### src/rtl/opt_loader_pkg.sv
// Constants, encodings and register map of the option loader and trim access block
`default_nettype none
//------------------------------------------------------------------------------
//------------------------------------------------------------------------------
package opt_loader_pkg;

	//--------------------------------------------------------------------------
	// Flash locations
	//--------------------------------------------------------------------------
	localparam logic [15:0] OPT0_FLASH_ADDR = 16'h0000;
	localparam logic [15:0] OPT1_FLASH_ADDR = 16'h0001;
	localparam logic [15:0] TRIM_INFO_BASE = 16'h0020;
	localparam int TRIM_COUNT_DEF = 32;
	localparam logic [7:0] ERASED_BYTE = 8'hFF;
	localparam logic [15:0] INFO_MAP_BASE = 16'hFE00;
	localparam logic [15:0] INFO_MAP_MASK = 16'hFE00;
	localparam int INFO_OFFSET_W = 9;

	//--------------------------------------------------------------------------
	// Option byte zero field positions
	//--------------------------------------------------------------------------
	localparam int BIT_WATCHDOG_ACTION = 7;
	localparam int BIT_WATCHDOG_ON = 6;
	localparam int BIT_BROWNOUT_ON = 3;
	localparam int BIT_READ_PROTECT = 2;
	localparam int BIT_WRITE_PROTECT = 0;

	//--------------------------------------------------------------------------
	// Trim indices
	//--------------------------------------------------------------------------
	localparam logic [7:0] TRIM_OSC_INDEX = 8'h02;

	//--------------------------------------------------------------------------
	// Register map: printed indices, byte address is four times the index
	//--------------------------------------------------------------------------
	localparam logic [15:0] IDX_LOAD_STATUS = 16'h0FF5;
	localparam logic [15:0] IDX_TRIM_INDEX = 16'h0FF6;
	localparam logic [15:0] IDX_TRIM_VALUE = 16'h0FF7;
	localparam logic [15:0] ADDR_LOAD_STATUS = IDX_LOAD_STATUS << 2;
	localparam logic [15:0] ADDR_TRIM_INDEX = IDX_TRIM_INDEX << 2;
	localparam logic [15:0] ADDR_TRIM_VALUE = IDX_TRIM_VALUE << 2;
	localparam logic [7:0] TRIM_INDEX_RESET = 8'h00;
	localparam int STAT_TRIM_LOADED = 0;
	localparam int STAT_LOADING = 1;

	//--------------------------------------------------------------------------
	// Loader states
	//--------------------------------------------------------------------------
	typedef enum logic [3:0] {
		ST_LOAD_OPT0 = 4'b0001,
		ST_LOAD_OPT1 = 4'b0010,
		ST_LOAD_TRIM = 4'b0100,
		ST_RUN = 4'b1000
	} load_state_t;

endpackage : opt_loader_pkg
`default_nettype wire

### src/rtl/flash_byte_fetch.sv
// Single-byte flash read handshake used by the option loader
`timescale 1ns/100ps
`default_nettype none
module flash_byte_fetch
(
	input wire logic clk,
	input wire logic rst,
	input wire logic start,
	input wire logic start_info,
	input wire logic [15:0] start_addr,
	output logic flash_req,
	output logic flash_info,
	output logic [15:0] flash_addr,
	input wire logic flash_valid,
	input wire logic [7:0] flash_rdata,
	output logic busy,
	output logic done,
	output logic [7:0] data
);
	logic req_q;
	logic req_d;
	logic info_q;
	logic info_d;
	logic [15:0] addr_q;
	logic [15:0] addr_d;

	// Request stays up until the flash answers; a new start is taken only when idle
	always_comb
	begin
		req_d = req_q;
		info_d = info_q;
		addr_d = addr_q;
		if (req_q && flash_valid)
		begin
			req_d = 1'b0;
		end
		else if (!req_q && start)
		begin
			req_d = 1'b1;
			info_d = start_info;
			addr_d = start_addr;
		end
	end

	always_ff @(posedge clk)
	begin
		if (rst)
		begin
			req_q <= 1'b0;
			info_q <= 1'b0;
			addr_q <= 16'h0000;
		end
		else
		begin
			req_q <= req_d;
			info_q <= info_d;
			addr_q <= addr_d;
		end
	end

	assign flash_req = req_q;
	assign flash_info = info_q;
	assign flash_addr = addr_q;
	assign busy = req_q;
	assign done = req_q && flash_valid;
	assign data = flash_rdata;
endmodule : flash_byte_fetch
`default_nettype wire

### src/rtl/option_bit_loader_trim_access.sv
// Option byte loader, hidden option registers and trim working-copy access over APB
//
// The APB interface to the registers was chosen for this implementation.
`timescale 1ns/100ps
`default_nettype none
module option_bit_loader_trim_access
#(
	parameter int TRIM_COUNT = opt_loader_pkg::TRIM_COUNT_DEF
)
(
	input wire logic clk,
	input wire logic rst,
	input wire logic power_on_rst,
	input wire logic stop_recovery,
	input wire logic psel,
	input wire logic penable,
	input wire logic pwrite,
	input wire logic [15:0] paddr,
	input wire logic [31:0] pwdata,
	output logic [31:0] prdata,
	output logic pready,
	output logic pslverr,
	output logic flash_req,
	output logic flash_info,
	output logic [15:0] flash_addr,
	input wire logic flash_valid,
	input wire logic [7:0] flash_rdata,
	input wire logic info_area_select,
	input wire logic [15:0] cpu_addr,
	output logic info_page_hit,
	output logic [opt_loader_pkg::INFO_OFFSET_W-1:0] info_page_offset,
	output logic cpu_hold,
	output logic watchdog_timeout_action,
	output logic watchdog_always_on,
	output logic brownout_always_on,
	output logic code_read_protect,
	output logic code_write_protect,
	output logic [7:0] oscillator_trim,
	output logic [7:0] reserved_options
);
	import opt_loader_pkg::*;

	localparam int IDX_W = $clog2(TRIM_COUNT);
	localparam logic [7:0] TRIM_LIMIT = 8'(TRIM_COUNT);
	localparam logic [IDX_W-1:0] TRIM_LAST = IDX_W'(TRIM_COUNT - 1);

	//--------------------------------------------------------------------------
	// Loader
	//--------------------------------------------------------------------------
	load_state_t state_q;
	load_state_t state_d;
	logic [IDX_W-1:0] cnt_q;
	logic [IDX_W-1:0] cnt_d;
	logic [7:0] opt0_q;
	logic [7:0] opt0_d;
	logic [7:0] opt1_q;
	logic [7:0] opt1_d;
	logic hold_q;
	logic hold_d;
	logic trim_loaded_q;
	logic trim_loaded_d;
	logic fetch_start;
	logic fetch_sel_info;
	logic [15:0] fetch_addr;
	logic fetch_busy;
	logic fetch_done;
	logic [7:0] fetch_data;
	logic fetch_abort;
	logic load_we;

	// Stop recovery aborts any fetch under way and restarts the load from byte zero
	assign fetch_abort = rst || stop_recovery;

	flash_byte_fetch u_fetch
	(
		.clk(clk),
		.rst(fetch_abort),
		.start(fetch_start),
		.start_info(fetch_sel_info),
		.start_addr(fetch_addr),
		.flash_req(flash_req),
		.flash_info(flash_info),
		.flash_addr(flash_addr),
		.flash_valid(flash_valid),
		.flash_rdata(flash_rdata),
		.busy(fetch_busy),
		.done(fetch_done),
		.data(fetch_data)
	);

	always_comb
	begin
		state_d = state_q;
		cnt_d = cnt_q;
		opt0_d = opt0_q;
		opt1_d = opt1_q;
		hold_d = 1'b1;
		trim_loaded_d = trim_loaded_q;
		fetch_start = 1'b0;
		fetch_sel_info = 1'b0;
		fetch_addr = OPT0_FLASH_ADDR;
		load_we = 1'b0;
		case (state_q)
			ST_LOAD_OPT0:
			begin
				fetch_start = !fetch_busy;
				fetch_addr = OPT0_FLASH_ADDR;
				if (fetch_done)
				begin
					opt0_d = fetch_data;
					state_d = ST_LOAD_OPT1;
				end
			end
			ST_LOAD_OPT1:
			begin
				fetch_start = !fetch_busy;
				fetch_addr = OPT1_FLASH_ADDR;
				if (fetch_done)
				begin
					opt1_d = fetch_data;
					// Working trim copies survive resets; only power-on refetches them
					if (trim_loaded_q)
					begin
						state_d = ST_RUN;
						hold_d = 1'b0;
					end
					else
					begin
						state_d = ST_LOAD_TRIM;
					end
				end
			end
			ST_LOAD_TRIM:
			begin
				fetch_start = !fetch_busy;
				fetch_sel_info = 1'b1;
				fetch_addr = TRIM_INFO_BASE + 16'(cnt_q);
				if (fetch_done)
				begin
					load_we = 1'b1;
					cnt_d = cnt_q + 1'b1;
					if (cnt_q == TRIM_LAST)
					begin
						trim_loaded_d = 1'b1;
						state_d = ST_RUN;
						hold_d = 1'b0;
					end
				end
			end
			ST_RUN:
			begin
				hold_d = 1'b0;
			end
			default:
			begin
				state_d = ST_LOAD_OPT0;
			end
		endcase
		if (fetch_abort)
		begin
			// Options change only at rst and on a later reload, never while running
			state_d = ST_LOAD_OPT0;
			cnt_d = '0;
			hold_d = 1'b1;
			fetch_start = 1'b0;
			load_we = 1'b0;
		end
		if (rst)
		begin
			opt0_d = ERASED_BYTE;
			opt1_d = ERASED_BYTE;
		end
		if (power_on_rst)
		begin
			trim_loaded_d = 1'b0;
		end
	end

	always_ff @(posedge clk)
	begin
		state_q <= state_d;
		cnt_q <= cnt_d;
		opt0_q <= opt0_d;
		opt1_q <= opt1_d;
		hold_q <= hold_d;
		trim_loaded_q <= trim_loaded_d;
	end

	//--------------------------------------------------------------------------
	// Trim working copies and APB slave
	//--------------------------------------------------------------------------
	// Option registers are deliberately absent from this decode
	logic [7:0] trim_mem_q [TRIM_COUNT];
	logic mem_we;
	logic [IDX_W-1:0] mem_waddr;
	logic [7:0] mem_wdata;
	logic [7:0] trim_index_q;
	logic [7:0] trim_index_d;
	logic [31:0] prdata_q;
	logic [31:0] prdata_d;
	logic pready_q;
	logic pready_d;
	logic pslverr_q;
	logic pslverr_d;
	logic apb_setup;
	logic apb_access;
	logic trim_in_range;

	assign apb_setup = psel && !penable;
	assign apb_access = psel && penable && pready_q;
	assign trim_in_range = trim_index_q < TRIM_LIMIT;

	always_comb
	begin
		trim_index_d = trim_index_q;
		prdata_d = 32'h0000_0000;
		pready_d = apb_setup;
		pslverr_d = 1'b0;
		mem_we = load_we;
		mem_waddr = cnt_q;
		mem_wdata = fetch_data;
		if (apb_setup)
		begin
			if (paddr == ADDR_TRIM_INDEX)
			begin
				prdata_d = {24'h00_0000, trim_index_q};
			end
			else if (paddr == ADDR_TRIM_VALUE)
			begin
				if (trim_in_range)
				begin
					prdata_d = {24'h00_0000, trim_mem_q[trim_index_q[IDX_W-1:0]]};
				end
			end
			else if (paddr == ADDR_LOAD_STATUS)
			begin
				prdata_d[STAT_TRIM_LOADED] = trim_loaded_q;
				prdata_d[STAT_LOADING] = hold_q;
			end
			else
			begin
				pslverr_d = 1'b1;
			end
		end
		if (apb_access && pwrite && !load_we)
		begin
			if (paddr == ADDR_TRIM_INDEX)
			begin
				trim_index_d = pwdata[7:0];
			end
			else if (paddr == ADDR_TRIM_VALUE && trim_in_range)
			begin
				mem_we = 1'b1;
				mem_waddr = trim_index_q[IDX_W-1:0];
				mem_wdata = pwdata[7:0];
			end
		end
		if (rst)
		begin
			trim_index_d = TRIM_INDEX_RESET;
			pready_d = 1'b0;
			pslverr_d = 1'b0;
			mem_we = 1'b0;
		end
	end

	// No reset on the copies: they must stay as they are through system resets
	always_ff @(posedge clk)
	begin
		if (mem_we)
		begin
			trim_mem_q[mem_waddr] <= mem_wdata;
		end
	end

	always_ff @(posedge clk)
	begin
		trim_index_q <= trim_index_d;
		prdata_q <= prdata_d;
		pready_q <= pready_d;
		pslverr_q <= pslverr_d;
	end

	//--------------------------------------------------------------------------
	// Information page window
	//--------------------------------------------------------------------------
	logic info_hit_q;
	logic info_hit_d;
	logic [INFO_OFFSET_W-1:0] info_off_q;
	logic [INFO_OFFSET_W-1:0] info_off_d;

	always_comb
	begin
		info_hit_d = info_area_select && ((cpu_addr & INFO_MAP_MASK) == INFO_MAP_BASE);
		info_off_d = cpu_addr[INFO_OFFSET_W-1:0];
		if (rst)
		begin
			info_hit_d = 1'b0;
		end
	end

	always_ff @(posedge clk)
	begin
		info_hit_q <= info_hit_d;
		info_off_q <= info_off_d;
	end

	//--------------------------------------------------------------------------
	// Outputs
	//--------------------------------------------------------------------------
	assign prdata = prdata_q;
	assign pready = pready_q;
	assign pslverr = pslverr_q;
	assign info_page_hit = info_hit_q;
	assign info_page_offset = info_off_q;
	assign cpu_hold = hold_q;
	assign watchdog_timeout_action = opt0_q[BIT_WATCHDOG_ACTION];
	assign watchdog_always_on = opt0_q[BIT_WATCHDOG_ON];
	assign brownout_always_on = opt0_q[BIT_BROWNOUT_ON];
	assign code_read_protect = opt0_q[BIT_READ_PROTECT];
	assign code_write_protect = opt0_q[BIT_WRITE_PROTECT];
	assign oscillator_trim = trim_mem_q[TRIM_OSC_INDEX[IDX_W-1:0]];
	// Reserved byte is stored but steers nothing
	assign reserved_options = opt1_q;

	//--------------------------------------------------------------------------
	// Assertions
	//--------------------------------------------------------------------------
	property p_hold_until_loaded;
		@(posedge clk) disable iff (rst)
		(state_q != ST_RUN) |-> cpu_hold;
	endproperty
	a_hold_until_loaded: assert property (p_hold_until_loaded)
		else $error("processor released before options loaded");

	property p_reset_restarts_load;
		@(posedge clk) (rst || stop_recovery) |=> (state_q == ST_LOAD_OPT0) && cpu_hold && !flash_req;
	endproperty
	a_reset_restarts_load: assert property (p_reset_restarts_load)
		else $error("reset did not restart the option load");

	property p_options_stable_running;
		@(posedge clk) disable iff (rst)
		(!cpu_hold && !$past(cpu_hold)) |-> $stable(opt0_q) && $stable(opt1_q);
	endproperty
	a_options_stable_running: assert property (p_options_stable_running)
		else $error("option registers changed while running");

	property p_option_fetch_addr;
		@(posedge clk) disable iff (rst)
		(flash_req && state_q == ST_LOAD_OPT1) |-> !flash_info && flash_addr == OPT1_FLASH_ADDR;
	endproperty
	a_option_fetch_addr: assert property (p_option_fetch_addr)
		else $error("option byte one fetched from wrong place");

	property p_options_follow_flash;
		@(posedge clk) disable iff (rst || stop_recovery)
		(state_q == ST_LOAD_OPT0 && fetch_done) |=>
			watchdog_timeout_action == $past(flash_rdata[BIT_WATCHDOG_ACTION])
			&& code_write_protect == $past(flash_rdata[BIT_WRITE_PROTECT]);
	endproperty
	a_options_follow_flash: assert property (p_options_follow_flash)
		else $error("option outputs do not follow fetched byte");

	property p_erased_at_reset;
		@(posedge clk) rst |=> watchdog_timeout_action && watchdog_always_on
			&& brownout_always_on && code_read_protect && code_write_protect;
	endproperty
	a_erased_at_reset: assert property (p_erased_at_reset)
		else $error("options not erased defaults at reset");

	property p_trim_fetch_range;
		@(posedge clk) disable iff (rst)
		(flash_req && flash_info) |-> flash_addr >= TRIM_INFO_BASE
			&& flash_addr < TRIM_INFO_BASE + 16'(TRIM_COUNT);
	endproperty
	a_trim_fetch_range: assert property (p_trim_fetch_range)
		else $error("info fetch outside trim range");

	property p_out_of_range_reads_zero;
		@(posedge clk) disable iff (rst)
		(apb_setup && paddr == ADDR_TRIM_VALUE && !trim_in_range) |=> pready && prdata == 32'h0;
	endproperty
	a_out_of_range_reads_zero: assert property (p_out_of_range_reads_zero)
		else $error("out of range trim read not zero");

	property p_trim_write_lands;
		@(posedge clk) disable iff (rst)
		(apb_access && pwrite && paddr == ADDR_TRIM_VALUE && trim_in_range && !load_we) |=>
			trim_mem_q[$past(trim_index_q[IDX_W-1:0])] == $past(pwdata[7:0]);
	endproperty
	a_trim_write_lands: assert property (p_trim_write_lands)
		else $error("trim write not stored");

	property p_trim_kept_over_reset;
		@(posedge clk) (rst && !power_on_rst && trim_loaded_q) |=> $stable(oscillator_trim);
	endproperty
	a_trim_kept_over_reset: assert property (p_trim_kept_over_reset)
		else $error("oscillator trim changed by reset");

	property p_unmapped_error;
		@(posedge clk) disable iff (rst)
		(apb_setup && paddr == OPT0_FLASH_ADDR) |=> pready && pslverr;
	endproperty
	a_unmapped_error: assert property (p_unmapped_error)
		else $error("option byte address answered without error");

	property p_info_window;
		@(posedge clk) disable iff (rst)
		(info_area_select && cpu_addr[15:9] == INFO_MAP_BASE[15:9]) |=> info_page_hit;
	endproperty
	a_info_window: assert property (p_info_window)
		else $error("info page window not mapped");

	c_trim_loaded: cover property (@(posedge clk) disable iff (rst) $rose(trim_loaded_q));
	c_stop_reload: cover property (@(posedge clk) disable iff (rst) stop_recovery ##1 cpu_hold);
	c_trim_write: cover property (@(posedge clk) disable iff (rst)
		apb_access && pwrite && paddr == ADDR_TRIM_VALUE);
	c_slave_error: cover property (@(posedge clk) disable iff (rst) pready && pslverr);
endmodule : option_bit_loader_trim_access
`default_nettype wire

### config.mk
export PLATFORM = sky130hd
export DESIGN_NAME = option_bit_loader_trim_access
export DESIGN_NICKNAME = d
export VERILOG_FILES = /design/src/rtl/opt_loader_pkg.sv /design/src/rtl/flash_byte_fetch.sv /design/src/rtl/option_bit_loader_trim_access.sv
export SDC_FILE = /design/constraint.sdc
export NUM_CORES = 1
export LEC_CHECK = 0
export ABC_AREA = 1
export BUFFER_PORTS_ARGS = -buffer_cell sky130_fd_sc_hd__clkbuf_2
export CELL_PAD_IN_SITES_DETAIL_PLACEMENT = 0
export CELL_PAD_IN_SITES_GLOBAL_PLACEMENT = 1
export CORE_ASPECT_RATIO = 0.5
export CORE_MARGIN = 8
export CORE_UTILIZATION = 45
export DETAILED_ROUTE_END_ITERATION = 8
export PLACE_DENSITY_LB_ADDON = 0.3
export SETUP_SLACK_MARGIN = 0.02
export SYNTH_ARGS = -nofsm -noshare
export SYNTH_HDL_FRONTEND = slang
export SYNTH_SLANG_ARGS = --single-unit
### constraint.sdc
create_clock -name clk -period 2.8 [get_ports clk]
set_clock_uncertainty 0.1 [all_clocks]
set_input_delay 0.14 -clock clk [delete_from_list [all_inputs] [get_ports clk]]
set_output_delay 0.14 -clock clk [all_outputs]
set_load 0.005 [all_outputs]
==> metrics.yaml <==
outcome:
  run_status: "completed"
critical_path:
  cp-start-kind: "register"
  path_max_fanout: 14
  cp_slowest_stage_delay_ns: 0.35
  crit_arrival_ns: 2.76
  rr_startpoint: "trim_index_q[5]"
  path_cells: "nor3_4 > nand2_2 > nor3_4 > buf_4 > nand3_1 > nand2_1 > nand3_2 > nor2_1 > buf_4"
  cp-startpoint: "trim_index_q[5]"
  endpoint_kind: "register"
  worstPathRequired_ns: 2.96
  crit_path_top_delay_cell: "dfxtp_1"
  crit_type: "register to register"
timing:
  fin_crit_ns: 2.59
  rsz0062_at_grt: "false"
  max_slew_margin_pct: 45.3
  fin_setup_tns_ns: 0
  period_share_pct: 92.6
  hold_viol: 0
  hold_ws_ns: 0.0532
  max_freq_mhz: 386
  worst_pin_slew_ns: 0.821
  finalMaxSlewViolations: 0
  finalSetupViolCount: 0
synthesis:
  synth_cell_type_count: 32
  synth_area_um2: 13800
  syn_avg_cell_area_um2: 9.94
  ys_seq_area_share_pct: 64.9
  yosysWarnings: 0
  synth_cells: 1391
  ys_seq_elements: 320
routing:
  first_pass_iters: 5
  drt_wl_total_mm: 34.9
  drc: 0
  vias_per_cell: 5.02
  wl_per_cell_um: 17.6
  postRouteAntennaNets: 0
  drtIter0Drc: 894
  dr_total_vias: 9956
finish:
  final_nets: 1644
  stdcell_area_um2: 16400
  multiInputGateArea_um2: 3990
  seqCellArea_um2: 8970
  drive_gt1_share_pct: 16.4
  nFillCells: 2675
  layout_common_cells: "483 x nand2_1, 256 x edfxtp_1, 190 x nand3_1, 118 x inv_1, 106 x clkbuf_2"
  syn_to_final_growth_pct: 18.3
  n_antenna_cell: 0
  final_common_cell: "nand2_1"
clock_network:
  cts_tree: "built"
  path_clk_slew_ns: 0.07
  clock-sinks: 320
  clock_latency_ns: 0.56
  numCtsBuffers: 29
  clockBufferDepth: 3
  htreeDepth: 1
  cts_setup_buffers: 0
  cts_root_buf: "clkbuf_16"
  cts_repair_resize_count: 0
floorplanning:
  start_util_pct: 45.6
  die-area_um2: 36900
  dieHeight_um: 140
  rows: 45
  io-pin-count: 165
  core_um2: 30300
  dieWidth_um: 264
pwr:
  p_per_area_nw_per_um2: 594
  power_uw: 9710
  peakVddDrop_uv: 408
  p_leak_uw: 0.00673
grt:
  grt.total_usage_pct: 18.4
  grt_max_degree: 103
  grt_overflow: 0
  grt_pass1_vias: 9786
  antenna_found_initial: 1
  grt_pass1_wl_mm: 54.2
hold_path:
  hold_path_class: "primary input to register"
  hp-start: "paddr[2]"
place:
  place_area_um2: 14900
  dp_hpwl_mm: 23.1
  place.gp.congestion: 0.878
  io_buffers: 106
flow_run:
  cap_violations: 0
cell families after synthesis:
| logic type | after synthesis | synth area share (%) |
|---|---|---|
| fa+ha+maj | 2 | 0.181 |
| other cells | 1 | 0.0271 |
| compound gates | 60 | 2.42 |
| simple gates | 784 | 24.7 |
| mux | 8 | 0.652 |
| flops | 320 | 64.9 |
| buf+inv | 216 | 7.11 |
state kept, by name, indices dropped and copies added, names as in the netlist, 4 cells and up, named ones only:
register,count
opt0_q,5
reserved_options,8
state_q,4
u_fetch.flash_addr,6
prdata,8
trim_mem_q,256
cnt_q,5
info_page_offset,9
trim_index_q,8
repair_timing:
action | 4_1_cts | 5_1_grt
endpoints found under the setup margin | 0 | 0
endpoints found under the hold margin | 60 | 0
hold buffers | 36 | 0
cell type report:
type | count | area share, %
repair buffers | 200 | 8.42
inverters | 122 | 2.81
well taps | 399 | 3.05
flip-flops and latches | 320 | 54.9
clock inverters | 15 | 1.22
multi-input cells | 888 | 24.4
clock buffers | 38 | 5.21
final timing paths:
| check | end | slack [ns] | cells after the start |
|---|---|---|---|
| setup / recovery | trim_mem_q[2][6] | 0.21 | 9 |
| setup reg to reg | trim_mem_q[2][6] | 0.21 | 9 |
| hold reg to reg | reserved_options[4] | 0.36 | 2 |
| hold / removal | prdata[1] | 0.05 | 5 |
per-layer routing:
layer	global-route usage, %	routed length (µm)
met1	25.7	15800
met4	3.17	437
met2	30.3	16200
met3	3.58	2510
met5	0	13
worst max-delay path, delay by kind of cell (launching register included):
family / cells / cell delay, ns
buffers and inverters: 2 / 0.44
flip-flops: 1 / 0.35
AND/OR/NAND/NOR: 7 / 1.40
power by group:
group          internal (µW)  leakage, µW  switching [µW]
clock                   2590     0.000513            1740
combinational           90.0      0.00339             152
sequential              5130      0.00282            4.33
through the flow:
stage          utilization, %  std cells  worst slack (ns)
2_1_floorplan               -       1424             0.562
3_3_place_gp             49.3       1893             0.281
3_5_place_dp             49.3       1893             0.252
4_1_cts                  54.0       1982             0.215
5_1_grt                  54.0       1982            0.0278
6_report                 54.0       1982             0.207
synthesized netlist by cell type, drive strengths merged:
| master | instances | area [µm²] |
|---|---|---|
| o211ai | 5 | 37.5 |
| buf | 64 | 413 |
| a211oi | 2 | 15.0 |
| nand3 | 208 | 1150 |
| clkbuf | 30 | 113 |
| conb | 1 | 3.75 |
| o221ai | 1 | 8.76 |
| nor2 | 75 | 309 |
| nor3 | 7 | 62.6 |
| a31oi | 1 | 6.26 |
| edfxtp | 256 | 7690 |
| ha | 2 | 25.0 |
| nand4 | 3 | 18.8 |
| dfxtp | 64 | 1280 |
| o21ai | 21 | 116 |
| nand2 | 491 | 1870 |
| mux2 | 8 | 90.1 |
| a21oi | 30 | 150 |
| inv | 122 | 458 |
Power figures use the tool's default switching activity.
